**src/hdl/atm_defs.svh**
```systemverilog
// constants for the arbitrary waveform trigger and marker control block
`ifndef ATM_DEFS_SVH
`define ATM_DEFS_SVH

`define ATM_CLK_PERIOD_NS 5'd8
`define ATM_TICK_NS 5'd10
`define ATM_TMR_W 30
`define ATM_SEG_W 8
`define ATM_MK_N 4
`define ATM_MK_DLY_W 20
`define ATM_MK_LIST_W 32
`define ATM_DR_MAX_DEF 20'h00fff
`define ATM_DR_MIN_DEF 20'h00000

`define ATM_OFF_CTRL 8'h00
`define ATM_OFF_CMD 8'h04
`define ATM_OFF_TDLY 8'h08
`define ATM_OFF_TINH 8'h0c
`define ATM_OFF_SEGCUR 8'h10
`define ATM_OFF_SEGNXT 8'h14
`define ATM_OFF_DRMAX 8'h18
`define ATM_OFF_DRMIN 8'h1c
`define ATM_OFF_STS 8'h20
`define ATM_OFF_CLR 8'h24
`define ATM_OFF_IEN 8'h28
`define ATM_OFF_MKDLY 4'h4
`define ATM_OFF_MKMODE 4'h5
`define ATM_OFF_MKLIST 4'h6

`define ATM_CTRL_SRC_LSB 0
`define ATM_CTRL_EDGE_BIT 2
`define ATM_CTRL_MAUTO_BIT 3
`define ATM_CTRL_SEQ_LSB 4
`define ATM_CTRL_LOCK_BIT 6
`define ATM_CMD_MAN_BIT 0
`define ATM_CMD_BUS_BIT 1
`define ATM_STS_TRIG_BIT 0
`define ATM_STS_RANGE_BIT 1
`define ATM_STS_SER_BIT 2

`define ATM_RST_CTRL 32'h0000_0007
`endif

```
**src/hdl/atm_pkg.sv**
```systemverilog
// types of the trigger and marker control block
`default_nettype none
`include "atm_defs.svh"
package atm_pkg;
	typedef enum logic [1:0] {
		SRC_MANUAL = 2'h0,
		SRC_EXTERNAL = 2'h1,
		SRC_BUS = 2'h2,
		SRC_AUTO = 2'h3
	} atm_src_type;
	typedef enum logic [1:0] {
		SEQ_AUTO_STEP = 2'h0,
		SEQ_HOP_PARALLEL = 2'h1,
		SEQ_HOP_SERIAL = 2'h2
	} atm_seq_type;
	typedef enum logic [2:0] {
		MK_WAVEFORM = 3'h0,
		MK_RESTART = 3'h1,
		MK_PULSE = 3'h2,
		MK_PATTERN = 3'h3,
		MK_ON_OFF = 3'h4,
		MK_LIST = 3'h5
	} atm_mk_mode_type;
	typedef struct packed {
		logic [`ATM_TMR_W-1:0] cnt;
		logic done;
	} atm_tmr_state_type;
	typedef struct packed {
		logic [`ATM_MK_DLY_W:0] pos;
		logic run;
		logic out;
	} atm_mk_state_type;
	typedef struct packed {
		logic ack;
		logic [31:0] rdat;
		atm_src_type src;
		logic edge_rise;
		logic mode_auto;
		atm_seq_type seq;
		logic lock;
		logic [`ATM_TMR_W-1:0] dly;
		logic [`ATM_TMR_W-1:0] inh;
		logic [`ATM_SEG_W-1:0] seg_cur;
		logic [`ATM_SEG_W-1:0] seg_next;
		logic [2:0] sts;
		logic [2:0] ien;
		logic irq;
		logic [`ATM_MK_N-1:0][`ATM_MK_DLY_W-1:0] mk_dly;
		logic [`ATM_MK_N-1:0][2:0] mk_mode;
		logic [`ATM_MK_N-1:0][`ATM_MK_LIST_W-1:0] mk_list;
		logic ext_prev;
		logic auto_done;
		logic trig;
		logic [4:0] tick_acc;
		logic tick;
		logic [`ATM_SEG_W-1:0] ser_sh;
		logic ser_prev;
	} atm_top_state_type;
endpackage
`default_nettype wire

```
**src/hdl/atm_if.sv**
```systemverilog
// links between the control core and its timers and marker channels
`default_nettype none
`include "atm_defs.svh"
interface atm_tmr_if;
	logic load;
	logic [`ATM_TMR_W-1:0] value;
	logic tick;
	logic busy;
	logic done;
	modport ctl (output load, output value, output tick, input busy, input done);
	modport tmr (input load, input value, input tick, output busy, output done);
endinterface

interface atm_mk_if;
	logic start;
	logic wave_bit;
	logic [`ATM_MK_DLY_W-1:0] delay;
	logic [2:0] mode;
	logic [`ATM_MK_LIST_W-1:0] list;
	logic out;
	modport ctl (output start, output wave_bit, output delay, output mode, output list, input out);
	modport mk (input start, input wave_bit, input delay, input mode, input list, output out);
endinterface
`default_nettype wire

```
**src/hdl/atm_timer.sv**
```systemverilog
// 10 ns down-counter used for trigger delay and restart inhibit
`default_nettype none
`include "atm_defs.svh"
module atm_timer
(
	input wire logic i_clk,
	input wire logic i_resetn,
	atm_tmr_if.tmr tmr
);
	atm_pkg::atm_tmr_state_type st_reg;
	atm_pkg::atm_tmr_state_type st_next;

	assign tmr.busy = (st_reg.cnt != '0);
	assign tmr.done = st_reg.done;

	always_comb
	begin
		st_next = st_reg;
		st_next.done = 1'b0;
		if (tmr.load)
		begin
			st_next.cnt = tmr.value;
		end
		else if (tmr.tick && st_reg.cnt != '0)
		begin
			st_next.cnt = st_reg.cnt - 1'b1;
			st_next.done = (st_reg.cnt == `ATM_TMR_W'(1));
		end
	end

	always_ff @(posedge i_clk or negedge i_resetn)
	begin
		if (!i_resetn)
			st_reg <= '0;
		else
			st_reg <= st_next;
	end
endmodule
`default_nettype wire

```
**src/hdl/atm_marker.sv**
```systemverilog
// one marker output channel: delay from signal start and mode generation
`default_nettype none
`include "atm_defs.svh"
module atm_marker
(
	input wire logic i_clk,
	input wire logic i_resetn,
	atm_mk_if.mk mk
);
	atm_pkg::atm_mk_state_type st_reg;
	atm_pkg::atm_mk_state_type st_next;
	logic active;
	logic [`ATM_MK_DLY_W:0] rel;

	assign mk.out = st_reg.out;

	always_comb
	begin
		st_next = st_reg;
		active = st_reg.run && (st_reg.pos >= {1'b0, mk.delay});
		rel = st_reg.pos - {1'b0, mk.delay};
		if (mk.start)
		begin
			st_next.pos = '0;
			st_next.run = 1'b1;
		end
		else if (st_reg.run && st_reg.pos != '1)
			st_next.pos = st_reg.pos + 1'b1;
		case (atm_pkg::atm_mk_mode_type'(mk.mode))
			atm_pkg::MK_WAVEFORM: st_next.out = mk.wave_bit;
			atm_pkg::MK_RESTART: st_next.out = st_reg.run && (st_reg.pos == {1'b0, mk.delay});
			atm_pkg::MK_PULSE: st_next.out = active && rel[0];
			atm_pkg::MK_PATTERN: st_next.out = active && mk.list[rel[4:0]];
			atm_pkg::MK_ON_OFF: st_next.out = active && !rel[0];
			atm_pkg::MK_LIST: st_next.out = active && (rel < `ATM_MK_LIST_W) && mk.list[rel[4:0]];
			default: st_next.out = 1'b0;
		endcase
	end

	always_ff @(posedge i_clk or negedge i_resetn)
	begin
		if (!i_resetn)
			st_reg <= '0;
		else
			st_reg <= st_next;
	end
endmodule
`default_nettype wire

```
**src/hdl/atm_top.sv**
```systemverilog
// trigger source, segment sequencing and marker control with wishbone registers
`default_nettype none
`include "atm_defs.svh"
module atm_top
#(
	parameter logic [`ATM_MK_DLY_W-1:0] DR_MAX = `ATM_DR_MAX_DEF,
	parameter logic [`ATM_MK_DLY_W-1:0] DR_MIN = `ATM_DR_MIN_DEF
)
(
	input wire logic i_clk,
	input wire logic i_resetn,
	input wire logic i_wb_cyc,
	input wire logic i_wb_stb,
	input wire logic i_wb_we,
	input wire logic [7:0] i_wb_adr,
	input wire logic [3:0] i_wb_sel,
	input wire logic [31:0] i_wb_dat,
	output logic [31:0] o_wb_dat,
	output logic o_wb_ack,
	input wire logic i_ext_trigger,
	input wire logic [`ATM_SEG_W-1:0] i_hop_parallel_index,
	input wire logic i_hop_serial_frame,
	input wire logic i_hop_serial_data,
	input wire logic [`ATM_MK_N-1:0] i_waveform_defined_marker,
	output logic o_trigger,
	output logic [`ATM_SEG_W-1:0] o_current_segment_index,
	output logic [`ATM_MK_N-1:0] o_marker,
	output logic o_irq
);
	atm_pkg::atm_top_state_type st_reg;
	atm_pkg::atm_top_state_type st_next;
	atm_tmr_if dly_if ();
	atm_tmr_if inh_if ();
	atm_mk_if mk_if [`ATM_MK_N] ();
	logic [`ATM_MK_N-1:0] mk_out;

	logic req;
	logic wr;
	logic [31:0] wmask;
	logic [31:0] wval;
	logic ext_edge;
	logic ext_ok;
	logic ext_fire;
	logic fire;
	logic [`ATM_SEG_W-1:0] seg_take;
	logic [2:0] sts_set;
	logic [2:0] sts_clr;
	logic [4:0] acc_sum;
	logic [1:0] mk_idx;
	logic [3:0] page;

	assign o_wb_dat = st_reg.rdat;
	assign o_wb_ack = st_reg.ack;
	assign o_trigger = st_reg.trig;
	assign o_current_segment_index = st_reg.seg_cur;
	assign o_irq = st_reg.irq;
	assign o_marker = mk_out;

	atm_timer u_dly
	(
		.i_clk(i_clk),
		.i_resetn(i_resetn),
		.tmr(dly_if)
	);

	atm_timer u_inh
	(
		.i_clk(i_clk),
		.i_resetn(i_resetn),
		.tmr(inh_if)
	);

	genvar g;
	generate
		for (g = 0; g < `ATM_MK_N; g++)
		begin : g_mk
			assign mk_if[g].start = st_reg.trig;
			assign mk_if[g].wave_bit = i_waveform_defined_marker[g];
			assign mk_if[g].delay = st_reg.mk_dly[g];
			assign mk_if[g].mode = st_reg.mk_mode[g];
			assign mk_if[g].list = st_reg.mk_list[g];
			assign mk_out[g] = mk_if[g].out;
			atm_marker u_mk
			(
				.i_clk(i_clk),
				.i_resetn(i_resetn),
				.mk(mk_if[g])
			);
		end
	endgenerate

	// external edge path: inhibit, then delay
	always_comb
	begin
		ext_edge = st_reg.edge_rise ? (i_ext_trigger && !st_reg.ext_prev)
			: (!i_ext_trigger && st_reg.ext_prev);
		ext_ok = (st_reg.src == atm_pkg::SRC_EXTERNAL) && ext_edge
			&& !inh_if.busy && !dly_if.busy;
		ext_fire = (ext_ok && st_reg.dly == '0) || dly_if.done;
		dly_if.load = ext_ok && st_reg.dly != '0;
		dly_if.value = st_reg.dly;
		dly_if.tick = st_reg.tick;
		inh_if.load = ext_fire;
		inh_if.value = st_reg.inh;
		inh_if.tick = st_reg.tick;
	end

	always_comb
	begin
		st_next = st_reg;
		req = i_wb_cyc && i_wb_stb && !st_reg.ack;
		wr = req && i_wb_we;
		wmask = {{8{i_wb_sel[3]}}, {8{i_wb_sel[2]}}, {8{i_wb_sel[1]}}, {8{i_wb_sel[0]}}};
		wval = i_wb_dat & wmask;
		page = i_wb_adr[7:4];
		mk_idx = i_wb_adr[3:2];
		sts_set = '0;
		sts_clr = '0;
		fire = 1'b0;
		seg_take = st_reg.seg_next;

		// 10 ns tick from the 8 ns clock by remainder accumulation
		acc_sum = st_reg.tick_acc + `ATM_CLK_PERIOD_NS;
		st_next.tick = (acc_sum >= `ATM_TICK_NS);
		st_next.tick_acc = st_next.tick ? acc_sum - `ATM_TICK_NS : acc_sum;

		st_next.ext_prev = i_ext_trigger;
		if (ext_fire)
			fire = 1'b1;
		if (st_reg.src == atm_pkg::SRC_AUTO)
		begin
			if (!st_reg.auto_done)
				fire = 1'b1;
			st_next.auto_done = 1'b1;
		end
		else
			st_next.auto_done = 1'b0;
		if (wr && i_wb_adr == `ATM_OFF_CMD && i_wb_sel[0])
		begin
			if (i_wb_dat[`ATM_CMD_MAN_BIT] && st_reg.src == atm_pkg::SRC_MANUAL && !st_reg.mode_auto)
				fire = 1'b1;
			if (i_wb_dat[`ATM_CMD_BUS_BIT] && st_reg.src == atm_pkg::SRC_BUS)
				fire = 1'b1;
		end

		// serial hopping: shift while framed, msb first, take on frame end
		st_next.ser_prev = i_hop_serial_frame;
		if (i_hop_serial_frame)
			st_next.ser_sh = {st_reg.ser_sh[`ATM_SEG_W-2:0], i_hop_serial_data};
		if (st_reg.ser_prev && !i_hop_serial_frame && st_reg.seq == atm_pkg::SEQ_HOP_SERIAL)
		begin
			st_next.seg_next = st_reg.ser_sh;
			sts_set[`ATM_STS_SER_BIT] = 1'b1;
		end

		// segment switch on trigger
		st_next.trig = fire;
		if (fire)
		begin
			if (st_reg.seq == atm_pkg::SEQ_HOP_PARALLEL)
				seg_take = i_hop_parallel_index;
			st_next.seg_cur = seg_take;
			if (st_reg.seq == atm_pkg::SEQ_AUTO_STEP)
				st_next.seg_next = `ATM_SEG_W'(seg_take + 1'b1);
			sts_set[`ATM_STS_TRIG_BIT] = 1'b1;
		end

		// register writes
		if (wr)
		begin
			case (i_wb_adr)
				`ATM_OFF_CTRL:
				begin
					if (i_wb_sel[0])
					begin
						st_next.src = atm_pkg::atm_src_type'(i_wb_dat[`ATM_CTRL_SRC_LSB +: 2]);
						st_next.edge_rise = i_wb_dat[`ATM_CTRL_EDGE_BIT];
						st_next.mode_auto = i_wb_dat[`ATM_CTRL_MAUTO_BIT];
						st_next.seq = atm_pkg::atm_seq_type'(i_wb_dat[`ATM_CTRL_SEQ_LSB +: 2]);
						st_next.lock = i_wb_dat[`ATM_CTRL_LOCK_BIT];
					end
				end
				`ATM_OFF_TDLY:
				begin
					if (st_reg.src == atm_pkg::SRC_EXTERNAL)
						st_next.dly = `ATM_TMR_W'((st_reg.dly & ~wmask[`ATM_TMR_W-1:0]) | wval);
				end
				`ATM_OFF_TINH:
					st_next.inh = `ATM_TMR_W'((st_reg.inh & ~wmask[`ATM_TMR_W-1:0]) | wval);
				`ATM_OFF_SEGNXT:
					st_next.seg_next = `ATM_SEG_W'((st_reg.seg_next & ~wmask[`ATM_SEG_W-1:0]) | wval);
				`ATM_OFF_CLR:
					sts_clr = wval[2:0];
				`ATM_OFF_IEN:
					st_next.ien = wval[2:0] | (st_reg.ien & ~wmask[2:0]);
				default:
				begin
					if (page == `ATM_OFF_MKDLY)
					begin
						st_next.mk_dly[mk_idx] = `ATM_MK_DLY_W'((st_reg.mk_dly[mk_idx]
							& ~wmask[`ATM_MK_DLY_W-1:0]) | wval);
						if (st_reg.lock && (st_next.mk_dly[mk_idx] > DR_MAX
							|| st_next.mk_dly[mk_idx] < DR_MIN))
						begin
							st_next.mk_dly[mk_idx] = DR_MAX;
							sts_set[`ATM_STS_RANGE_BIT] = 1'b1;
						end
					end
					else if (page == `ATM_OFF_MKMODE)
					begin
						if (i_wb_sel[0])
							st_next.mk_mode[mk_idx] = i_wb_dat[2:0];
					end
					else if (page == `ATM_OFF_MKLIST)
						st_next.mk_list[mk_idx] = (st_reg.mk_list[mk_idx] & ~wmask) | wval;
				end
			endcase
		end

		// sticky status, set wins over clear
		st_next.sts = (st_reg.sts & ~sts_clr) | sts_set;
		st_next.irq = |(st_next.sts & st_next.ien);

		// bus answer: one cycle after request, unmapped reads zero
		st_next.ack = req;
		st_next.rdat = '0;
		if (req && !i_wb_we)
		begin
			case (i_wb_adr)
				`ATM_OFF_CTRL:
					st_next.rdat = 32'({st_reg.lock, st_reg.seq, st_reg.mode_auto, st_reg.edge_rise, st_reg.src});
				`ATM_OFF_TDLY: st_next.rdat = 32'(st_reg.dly);
				`ATM_OFF_TINH: st_next.rdat = 32'(st_reg.inh);
				`ATM_OFF_SEGCUR: st_next.rdat = 32'(st_reg.seg_cur);
				`ATM_OFF_SEGNXT: st_next.rdat = 32'(st_reg.seg_next);
				`ATM_OFF_DRMAX: st_next.rdat = 32'(DR_MAX);
				`ATM_OFF_DRMIN: st_next.rdat = 32'(DR_MIN);
				`ATM_OFF_STS: st_next.rdat = 32'(st_reg.sts);
				`ATM_OFF_IEN: st_next.rdat = 32'(st_reg.ien);
				default:
				begin
					if (page == `ATM_OFF_MKDLY)
						st_next.rdat = 32'(st_reg.mk_dly[mk_idx]);
					else if (page == `ATM_OFF_MKMODE)
						st_next.rdat = 32'(st_reg.mk_mode[mk_idx]);
					else if (page == `ATM_OFF_MKLIST)
						st_next.rdat = st_reg.mk_list[mk_idx];
				end
			endcase
		end
	end

	always_ff @(posedge i_clk or negedge i_resetn)
	begin
		if (!i_resetn)
		begin
			st_reg <= '0;
			st_reg.src <= atm_pkg::SRC_AUTO;
			st_reg.edge_rise <= 1'b1;
			st_reg.seq <= atm_pkg::SEQ_AUTO_STEP;
		end
		else
			st_reg <= st_next;
	end
endmodule
`default_nettype wire

```
**config.mk**
```make
export PLATFORM = sky130hd
export DESIGN_NAME = atm_top
export DESIGN_NICKNAME = d
export VERILOG_FILES = /design/src/hdl/atm_pkg.sv /design/src/hdl/atm_if.sv /design/src/hdl/atm_timer.sv /design/src/hdl/atm_marker.sv /design/src/hdl/atm_top.sv
export VERILOG_INCLUDE_DIRS = /design/src /design/src/hdl
export SDC_FILE = /design/constraint.sdc
export NUM_CORES = 1
export LEC_CHECK = 0
export BUFFER_PORTS_ARGS = -buffer_cell sky130_fd_sc_hd__buf_2
export CAP_MARGIN = 10
export CELL_PAD_IN_SITES_DETAIL_PLACEMENT = 1
export CELL_PAD_IN_SITES_GLOBAL_PLACEMENT = 1
export CORE_ASPECT_RATIO = 0.75
export CORE_UTILIZATION = 40
export CTS_BUF_LIST = sky130_fd_sc_hd__clkbuf_8
export CTS_CLUSTER_DIAMETER = 30
export CTS_CLUSTER_SIZE = 40
export DETAILED_ROUTE_END_ITERATION = 10
export PLACE_DENSITY = 0.72
export SLEW_MARGIN = 10
export SYNTH_ARGS = -nofsm -noshare
export SYNTH_HDL_FRONTEND = slang
export SYNTH_SLANG_ARGS = --single-unit
export TNS_END_PERCENT = 50
```
**constraint.sdc**
```tcl
create_clock -name i_clk -period 3.5 [get_ports i_clk]
set_input_delay 0.35 -clock i_clk [delete_from_list [all_inputs] [get_ports i_clk]]
set_output_delay 0.35 -clock i_clk [all_outputs]
set_load 0.02 [all_outputs]
```
==> summary.md, run 1 <==
| Metric | Value |
|---|---|
| PwrDens | `roughly 500 mW/mm2` |
| Final nets | `between 3000 and 4000` |
| Sequential share of the synthesized area | `between 40% and 50%` |
| Post-Synth Adder-Cell Area | `4.069%` |
| Final wirelength | `~110 mm` |
| Simple-Gate Fraction of Synth Area | `between 10% and 20%` |
| Synthesized Nets | `about 3300` |
| Chip height | `roughly 240 um` |
| Worst Tran Pin Value | `about 0.89 ns` |
| Mean Syn Cell Area | `roughly 9.6 um2` |
| Post-synthesis mux area share | `about 13%` |
| GRT Resource Usage Total | `between 30% and 40%` |
| Synth cell types | `80` |
| Slowest stage delay, CP | `approximately 0.53 ns` |
| Pins over their slew limit | `0` |
| Vias in the first global route | `27320` |
| Final ANT Viol Nets | `0` |
| Status | `complete, no violations` |
| Top-area cell type share of the netlist area | `a little over two fifths` |
| Fraction of layout cells with a size suffix above 1 | `between 20% and 30%` |
| Main combinational cell family by area after synthesis | `simple AND/OR/NAND/NOR gates` |
| Max-cap check violation count | `0` |
| Post-synth top area cell | `dfrtp_1` |
| Avg WL per Cell | `26.21 um` |
| # rows | `86` |
| Post-route cell area | `between 0.03 and 0.04 mm2` |
| Clock sink count | `between 500 and 600` |
| Most frequent cells in the layout | `dfrtp_1, nor2_1, a21oi_1` |
| Ys Warns | `0` |
| Synthesized instance count | `3123` |
| Synth async-reset ratio | `100.0%` |
| Die X-Extent | `~320 um` |
| Endpoints failing setup | `0` |
| Routability congestion estimate | `slightly above 0.9` |
| Initial Utilization | `between 40% and 50%` |
| Post-synthesis xor/xnor area fraction | `under 10%` |
| Cell Chain, Critical Path | `inv_1 -> ha_1 -> fa_2 -> nand2b_4 -> nand2b_4 -> a211o_1 -> nor4_2 -> a211oi_2 -> or4_4 -> or4_4 -> or4_4 -> a31oi_4` |
| Clk_lat worst skew | `between 0.7 and 0.8 ns` |
| CP startpoint kind | `register` |
| I/O Buffers | `110` |
| Global route overflow | `0` |
| Slew HR | `between 40% and 50%` |
| Vias per cell | `between 6 and 7` |
| Clock-pin slew on the worst setup and hold paths | `around 0.070 ns` |
| First-pass GRT wire length | `roughly 170 mm` |
| Cell Area, Synth | `approximately 0.030 mm2` |
| Final worst path period need | `roughly 3.5 ns` |
| Largest net degree at the start of global routing | `85` |
| Peak Freq | `between 0.2 and 0.3 GHz` |
| Leak Pwr | `between 15 and 20 nW` |
| Synth top area cells | `dfrtp_1, mux4_2, a21oi_1, nor2_1, mux2_2` |
| Fin. Hold Viols | `0` |
| Worst endpoint data arrival time | `around 4.1 ns` |
| Tcrit/Tclk final | `a little over nine tenths` |
| Worst hold path type | `primary input to register` |
| Drt drc | `0` |
| Peak supply drop | `about 0.3 mV` |
| Most common cell after layout, fill and taps aside | `dfrtp_1` |
| CP Max Fanout | `3` |
| Number of flops mapped to enable cells by yosys | `0` |
| DR pass1 iterations | `5` |
| Initial DRC count | `2704` |
| Cell Area, Placed | `approximately 0.032 mm2` |
| Crit path max-delay cell type | `or4_4` |
| Clock Tree Root | `clkbuf_8` |
| Total CTS buffers | `approximately 110` |
| CTS max path bufs | `3` |
| Synth Area in Compound Gates | `around 14%` |
| Top_reg_cell synth | `dfrtp_1` |
| Final HPWL DP | `85.95 mm` |
| DR vias | `between 20000 and 30000` |
| RSZ-0062 raised after global routing | `yes` |
| Area of the die | `roughly 0.076 mm2` |
| Tot Pwr | `about 18 mW` |
| H-tree depth | `3` |
| I/O pin count | `between 100 and 150` |
| Core area | `0.07382 mm2` |
| Area added between synthesis and finish | `18.56%` |
| Synthesis-stage register bit count | `510` |
| CP Class | `register to register` |
| Critical Path RT | `between 4 and 5 ns` |
| TritonCTS clock tree | `built` |
| Crit path top cell by count | `or4_4` |
| Worst setup EP type | `register` |
| Clock Skew | `0.05569 ns` |
| Antenna violations before repair | `4` |
[final timing paths]
check / start / end / slack, ns / cells past startpoint
max: g_mk[1].u_mk.st_reg[2]$_DFFE_PN0P_ / g_mk[1].u_mk.mk.out$_DFF_PN0_ / 0.05 / 12
min: i_wb_dat[0] / st_reg[326]$_DFFE_PN1P_ / 0.1 / 2
max in group asynchronous: i_resetn / mk_if[2].list[12]$_DFFE_PN0P_ / 2.24 / 3
min in group asynchronous: i_resetn / g_mk[0].u_mk.mk.out$_DFF_PN0_ / 0.18 / 2
max reg2reg: g_mk[1].u_mk.st_reg[2]$_DFFE_PN0P_ / g_mk[1].u_mk.mk.out$_DFF_PN0_ / 0.05 / 12
min reg2reg: u_dly.st_reg[30]$_DFFE_PN0P_ / u_dly.tmr.done$_DFF_PN0_ / 0.49 / 1
[metrics by stage]
stage                     hold slack [ns]  std cells  worst slack [ns]  utilization, %   TNS [ns]
after floorplan                   0.05441       3123            0.2268               -          0
after global placement             0.4218       4129           -0.1272           43.39    -0.1272
after CTS                         0.03667       4379         -0.004857           47.74  -0.004857
after global routing              0.06673       4385          -0.06435           48.11   -0.07093
final                             0.09923       4385           0.04665           48.11          0
after detailed placement           0.4257       4129           -0.1101           43.39    -0.1101
[power breakdown]
group	total, mW	switching (mW)	internal (mW)	leakage (nW)
combinational	3.21	1.93	1.28	8.10
clock	7.94	3.28	4.66	1.35
sequential	6.63	0.391	6.24	6.33
total	17.8	5.60	12.2	15.8
[cell usage after synthesis (25+ instances only)]
library cell,number
a21oi_1,300
a22oi_1,37
a31oi_1,32
and3_1,25
buf_4,45
clkbuf_1,117
dfrtp_1,507
ha_1,91
inv_1,135
mux2_2,106
mux2i_1,78
mux4_2,91
nand2_1,273
nand2b_1,33
nand3_1,81
nand4_1,42
nor2_1,370
nor3_1,51
nor4_1,37
o21ai_0,172
or3_1,42
xnor2_1,81
xor2_1,61
[metal layers]
metal  track usage, %  share of wire, %  vias up
met2            42.13                41     1112
met4            7.605               2.1        4
met1            46.56                48    13890
li1                 -                 -    11640
met3            6.828               8.7      173
met5                0             0.022        -
[critical path: cells and delay by family (launching register included)]
kind            cells  cell delay (ns)
buf+inv             1             0.06
compound gates      3             0.59
fa+ha+maj           2             0.42
simple gates        6             1.93
flops               1             0.38
[layout make-up]
cell class | instances | area, um2
antenna | 1 | 2.502
clock buffer | 124 | 1707
clock inverter | 83 | 1015
fill | 8235 | 38300
inverter | 135 | 506.7
multi-input combinational | 2292 | 16180
sequential | 510 | 12770
tap | 968 | 1211
timing repair buffer | 272 | 2125
[cell families (layout without fill, tap and decap cells)]
logic type	Yosys count	after routing
compound gates	723	723
xor+xnor	142	142
fa+ha+maj	95	95
buf+inv	321	614
flops	510	510
mux	275	275
other cells	0	1
simple gates	1057	1057
[what timing repair did]
action / CTS / global route
endpoints found under the hold margin: 154 / 0
setup buffers: 0 / 5
setup endpoints to repair: 2 / 12
resized for setup: 12 / 52
pin swaps: 2 / 11
hold buffers: 43 / 0
(Power assumes the default switching activity.)
==> inputs of run 2 (changes only) <==
- PLACE_DENSITY: 0.72 -> 0.77
==> run 2 against run 1 <==
  * Critical path depth fell by 1
  * Wire length fell by 1.2%
  * Power fell by 2.6%
  * Utilization fell by 0.63 points
  * Largest power group unchanged
==> summary.md, run 2 (synthesis gave the netlist of run 1 again) <==
| Metric | Value |
|---|---|
| Initial DRC count | `about 3100` |
| NetSw | `around 5.4 mW` |
| Vias in the first global route | `~27000` |
| Net Sw Frac | `a little under a third` |
| Routability congestion estimate | `approximately 0.93` |
| Worst Tran Pin Value | `~1.2 ns` |
| First-pass GRT wire length | `between 150 and 200 mm` |
| GRT Resource Usage Total | `~30%` |
| Number of cells on the critical path | `11` |
| H-tree depth | `3` |
| Clock-pin slew on the worst setup and hold paths | `0.07 ns` |
| Peak supply drop | `around 0.39 mV` |
| Peak Freq | `~0.29 GHz` |
| Cell Area, Placed | `around 0.032 mm2` |
| Clock Tree Root | `clkbuf_8` |
| # rows | `86` |
| Setup TNS | `0 ns` |
| Final nets | `3468` |
| Leak Pwr | `roughly 16 nW` |
| Clock Skew | `about 0.048 ns` |
| Buf/Inv on CP | `2` |
| Most common cell after layout, fill and taps aside | `dfrtp_1` |
| CP Class | `register to register` |
| Fin. Hold Viols | `0` |
| Core Util, Final | `between 40 and 50%` |
| Area added between synthesis and finish | `17.00%` |
| Final ANT Viol Nets | `0` |
| Worst R2R Path Depth | `11` |
| Worst setup EP type | `register` |
| Flop pwr share | `a little under two fifths` |
| Crit path top cell by count | `or4_1` |
| PwrDens | `about 490 mW/mm2` |
| Vias per cell | `roughly 6.1` |
| Slew HR | `about 23%` |
| Crit path max-delay cell type | `or4_1` |
| TritonCTS clock tree | `built` |
| Fraction of layout cells with a size suffix above 1 | `slightly below 20%` |
| I/O pin count | `111` |
| Clock sink count | `510` |
| Delay-heaviest family, CP | `simple AND/OR/NAND/NOR gates` |
| CP startpoint kind | `register` |
| Global route overflow | `0` |
| Combinational share of power | `17.9%` |
| Endpoints failing setup | `0` |
| Int Pwr | `11.89 mW` |
| Chip height | `approximately 240 um` |
| Clock share of power | `a little over two fifths` |
| DR vias | `around 27000` |
| Clk_lat worst skew | `approximately 0.76 ns` |
| Drt drc | `0` |
| I/O Buffers | `110` |
| Cell Chain, Critical Path | `inv_2 -> ha_2 -> buf_4 -> nand4_1 -> a21oi_1 -> or3_1 -> a211o_1 -> or4_1 -> or4_1 -> or4_4 -> a31oi_1` |
| WHS Path Cells | `3` |
| Initial Utilization | `between 40 and 50%` |
| Slowest stage delay, CP | `around 0.53 ns` |
| Antenna violations before repair | `9` |
| Final wirelength | `113.6 mm` |
| Critical Path RT | `roughly 4.2 ns` |
| Area of the die | `roughly 0.076 mm2` |
| Pins over their slew limit | `0` |
| Largest net degree at the start of global routing | `84` |
| Total CTS buffers | `roughly 110` |
| Worst endpoint data arrival time | `just over 4 ns` |
| Tot Pwr | `17.31 mW` |
| Worst hold path type | `primary input to register` |
| Core area | `between 0.07 and 0.08 mm2` |
| Final HPWL DP | `a little over 80 mm` |
| Die X-Extent | `318.0 um` |
| Post-route cell area | `~0.035 mm2` |
| CP Max Fanout | `4` |
| Max-cap check violation count | `0` |
| Tcrit/Tclk final | `between 90 and 100%` |
| Status | `complete, no violations` |
| CTS max path bufs | `3` |
| DR pass1 iterations | `6` |
| Avg WL per Cell | `about 26 um` |
| Most frequent cells in the layout | `dfrtp_1, nor2_1, a21oi_1` |
| Final worst path period need | `3.446 ns` |
==> run 2: power by group through the flow <==
stage	clock network (mW)	logic, mW	registers (mW)
6_report	7.57	3.10	6.64
5_1_grt	7.91	3.28	6.67
3_3_place_gp	0	2.80	6.70
3_5_place_dp	0	2.88	6.72
2_1_floorplan	0	1.73	6.57
4_1_cts	7.62	2.96	6.62
==> run 2: worst paths after layout <==
check,start,end,slack (ns)
max,mk_if[1].delay[6]$_DFFE_PN0P_,g_mk[1].u_mk.mk.out$_DFF_PN0_,0.05
min,i_wb_dat[31],mk_if[1].list[31]$_DFFE_PN0P_,0.03
max reg2reg,mk_if[1].delay[6]$_DFFE_PN0P_,g_mk[1].u_mk.mk.out$_DFF_PN0_,0.05
min reg2reg,u_dly.st_reg[30]$_DFFE_PN0P_,u_dly.tmr.done$_DFF_PN0_,0.49
max in group asynchronous,i_resetn,u_inh.st_reg[15]$_DFFE_PN0P_,2.29
min in group asynchronous,i_resetn,st_reg[1]$_DFFE_PN0P_,0.24
==> run 2: tightest hold or removal path, cell delays in order <==
cell and delay [ns]:
buf_2 0.08, mux2i_1 0.14, a21oi_1 0.17
==> run 2: what timing repair did <==
| action | 4_1_cts | 5_1_grt |
|---|---|---|
| resized for setup | 2 | 35 |
| hold endpoints to repair | 138 | 0 |
| setup buffers | 0 | 3 |
| pin swaps | 0 | 4 |
| hold buffers | 38 | 0 |
| setup endpoints to repair | 1 | 12 |
| gates cloned | 0 | 0 |
==> run 2: area by class of cell <==
cell class              count  area, um2
fillers                  8324      38770
diodes                      4      10.01
repair buffers            265       1997
multi-input cells        2292      16010
clock inverters            75      873.3
inverters                 135      506.7
clock buffers             121       1665
flip-flops and latches    510      12770
well taps                 968       1211
==> run 2: metal layers <==
| metal | global-route usage [%] | vias to the layer above | wire length, um |
|---|---|---|---|
| met5 | 0 | - | 38 |
| met3 | 7.548 | 271 | 11380 |
| li1 | - | 11620 | - |
| met4 | 10.08 | 6 | 3844 |
| met2 | 40.73 | 1283 | 46330 |
| met1 | 44.73 | 13650 | 51970 |
==> run 2: stage by stage <==
stage / setup WS, ns / instances / hold slack [ns]
after floorplan: 0.2268 / 3123 / 0.05441
after global placement: 0.05920 / 4129 / 0.4201
after detailed placement: 0.01309 / 4129 / 0.3939
after CTS: 0.0007523 / 4363 / 0.0005480
after global routing: -0.008914 / 4367 / 0.02837
final: 0.05398 / 4370 / 0.03305
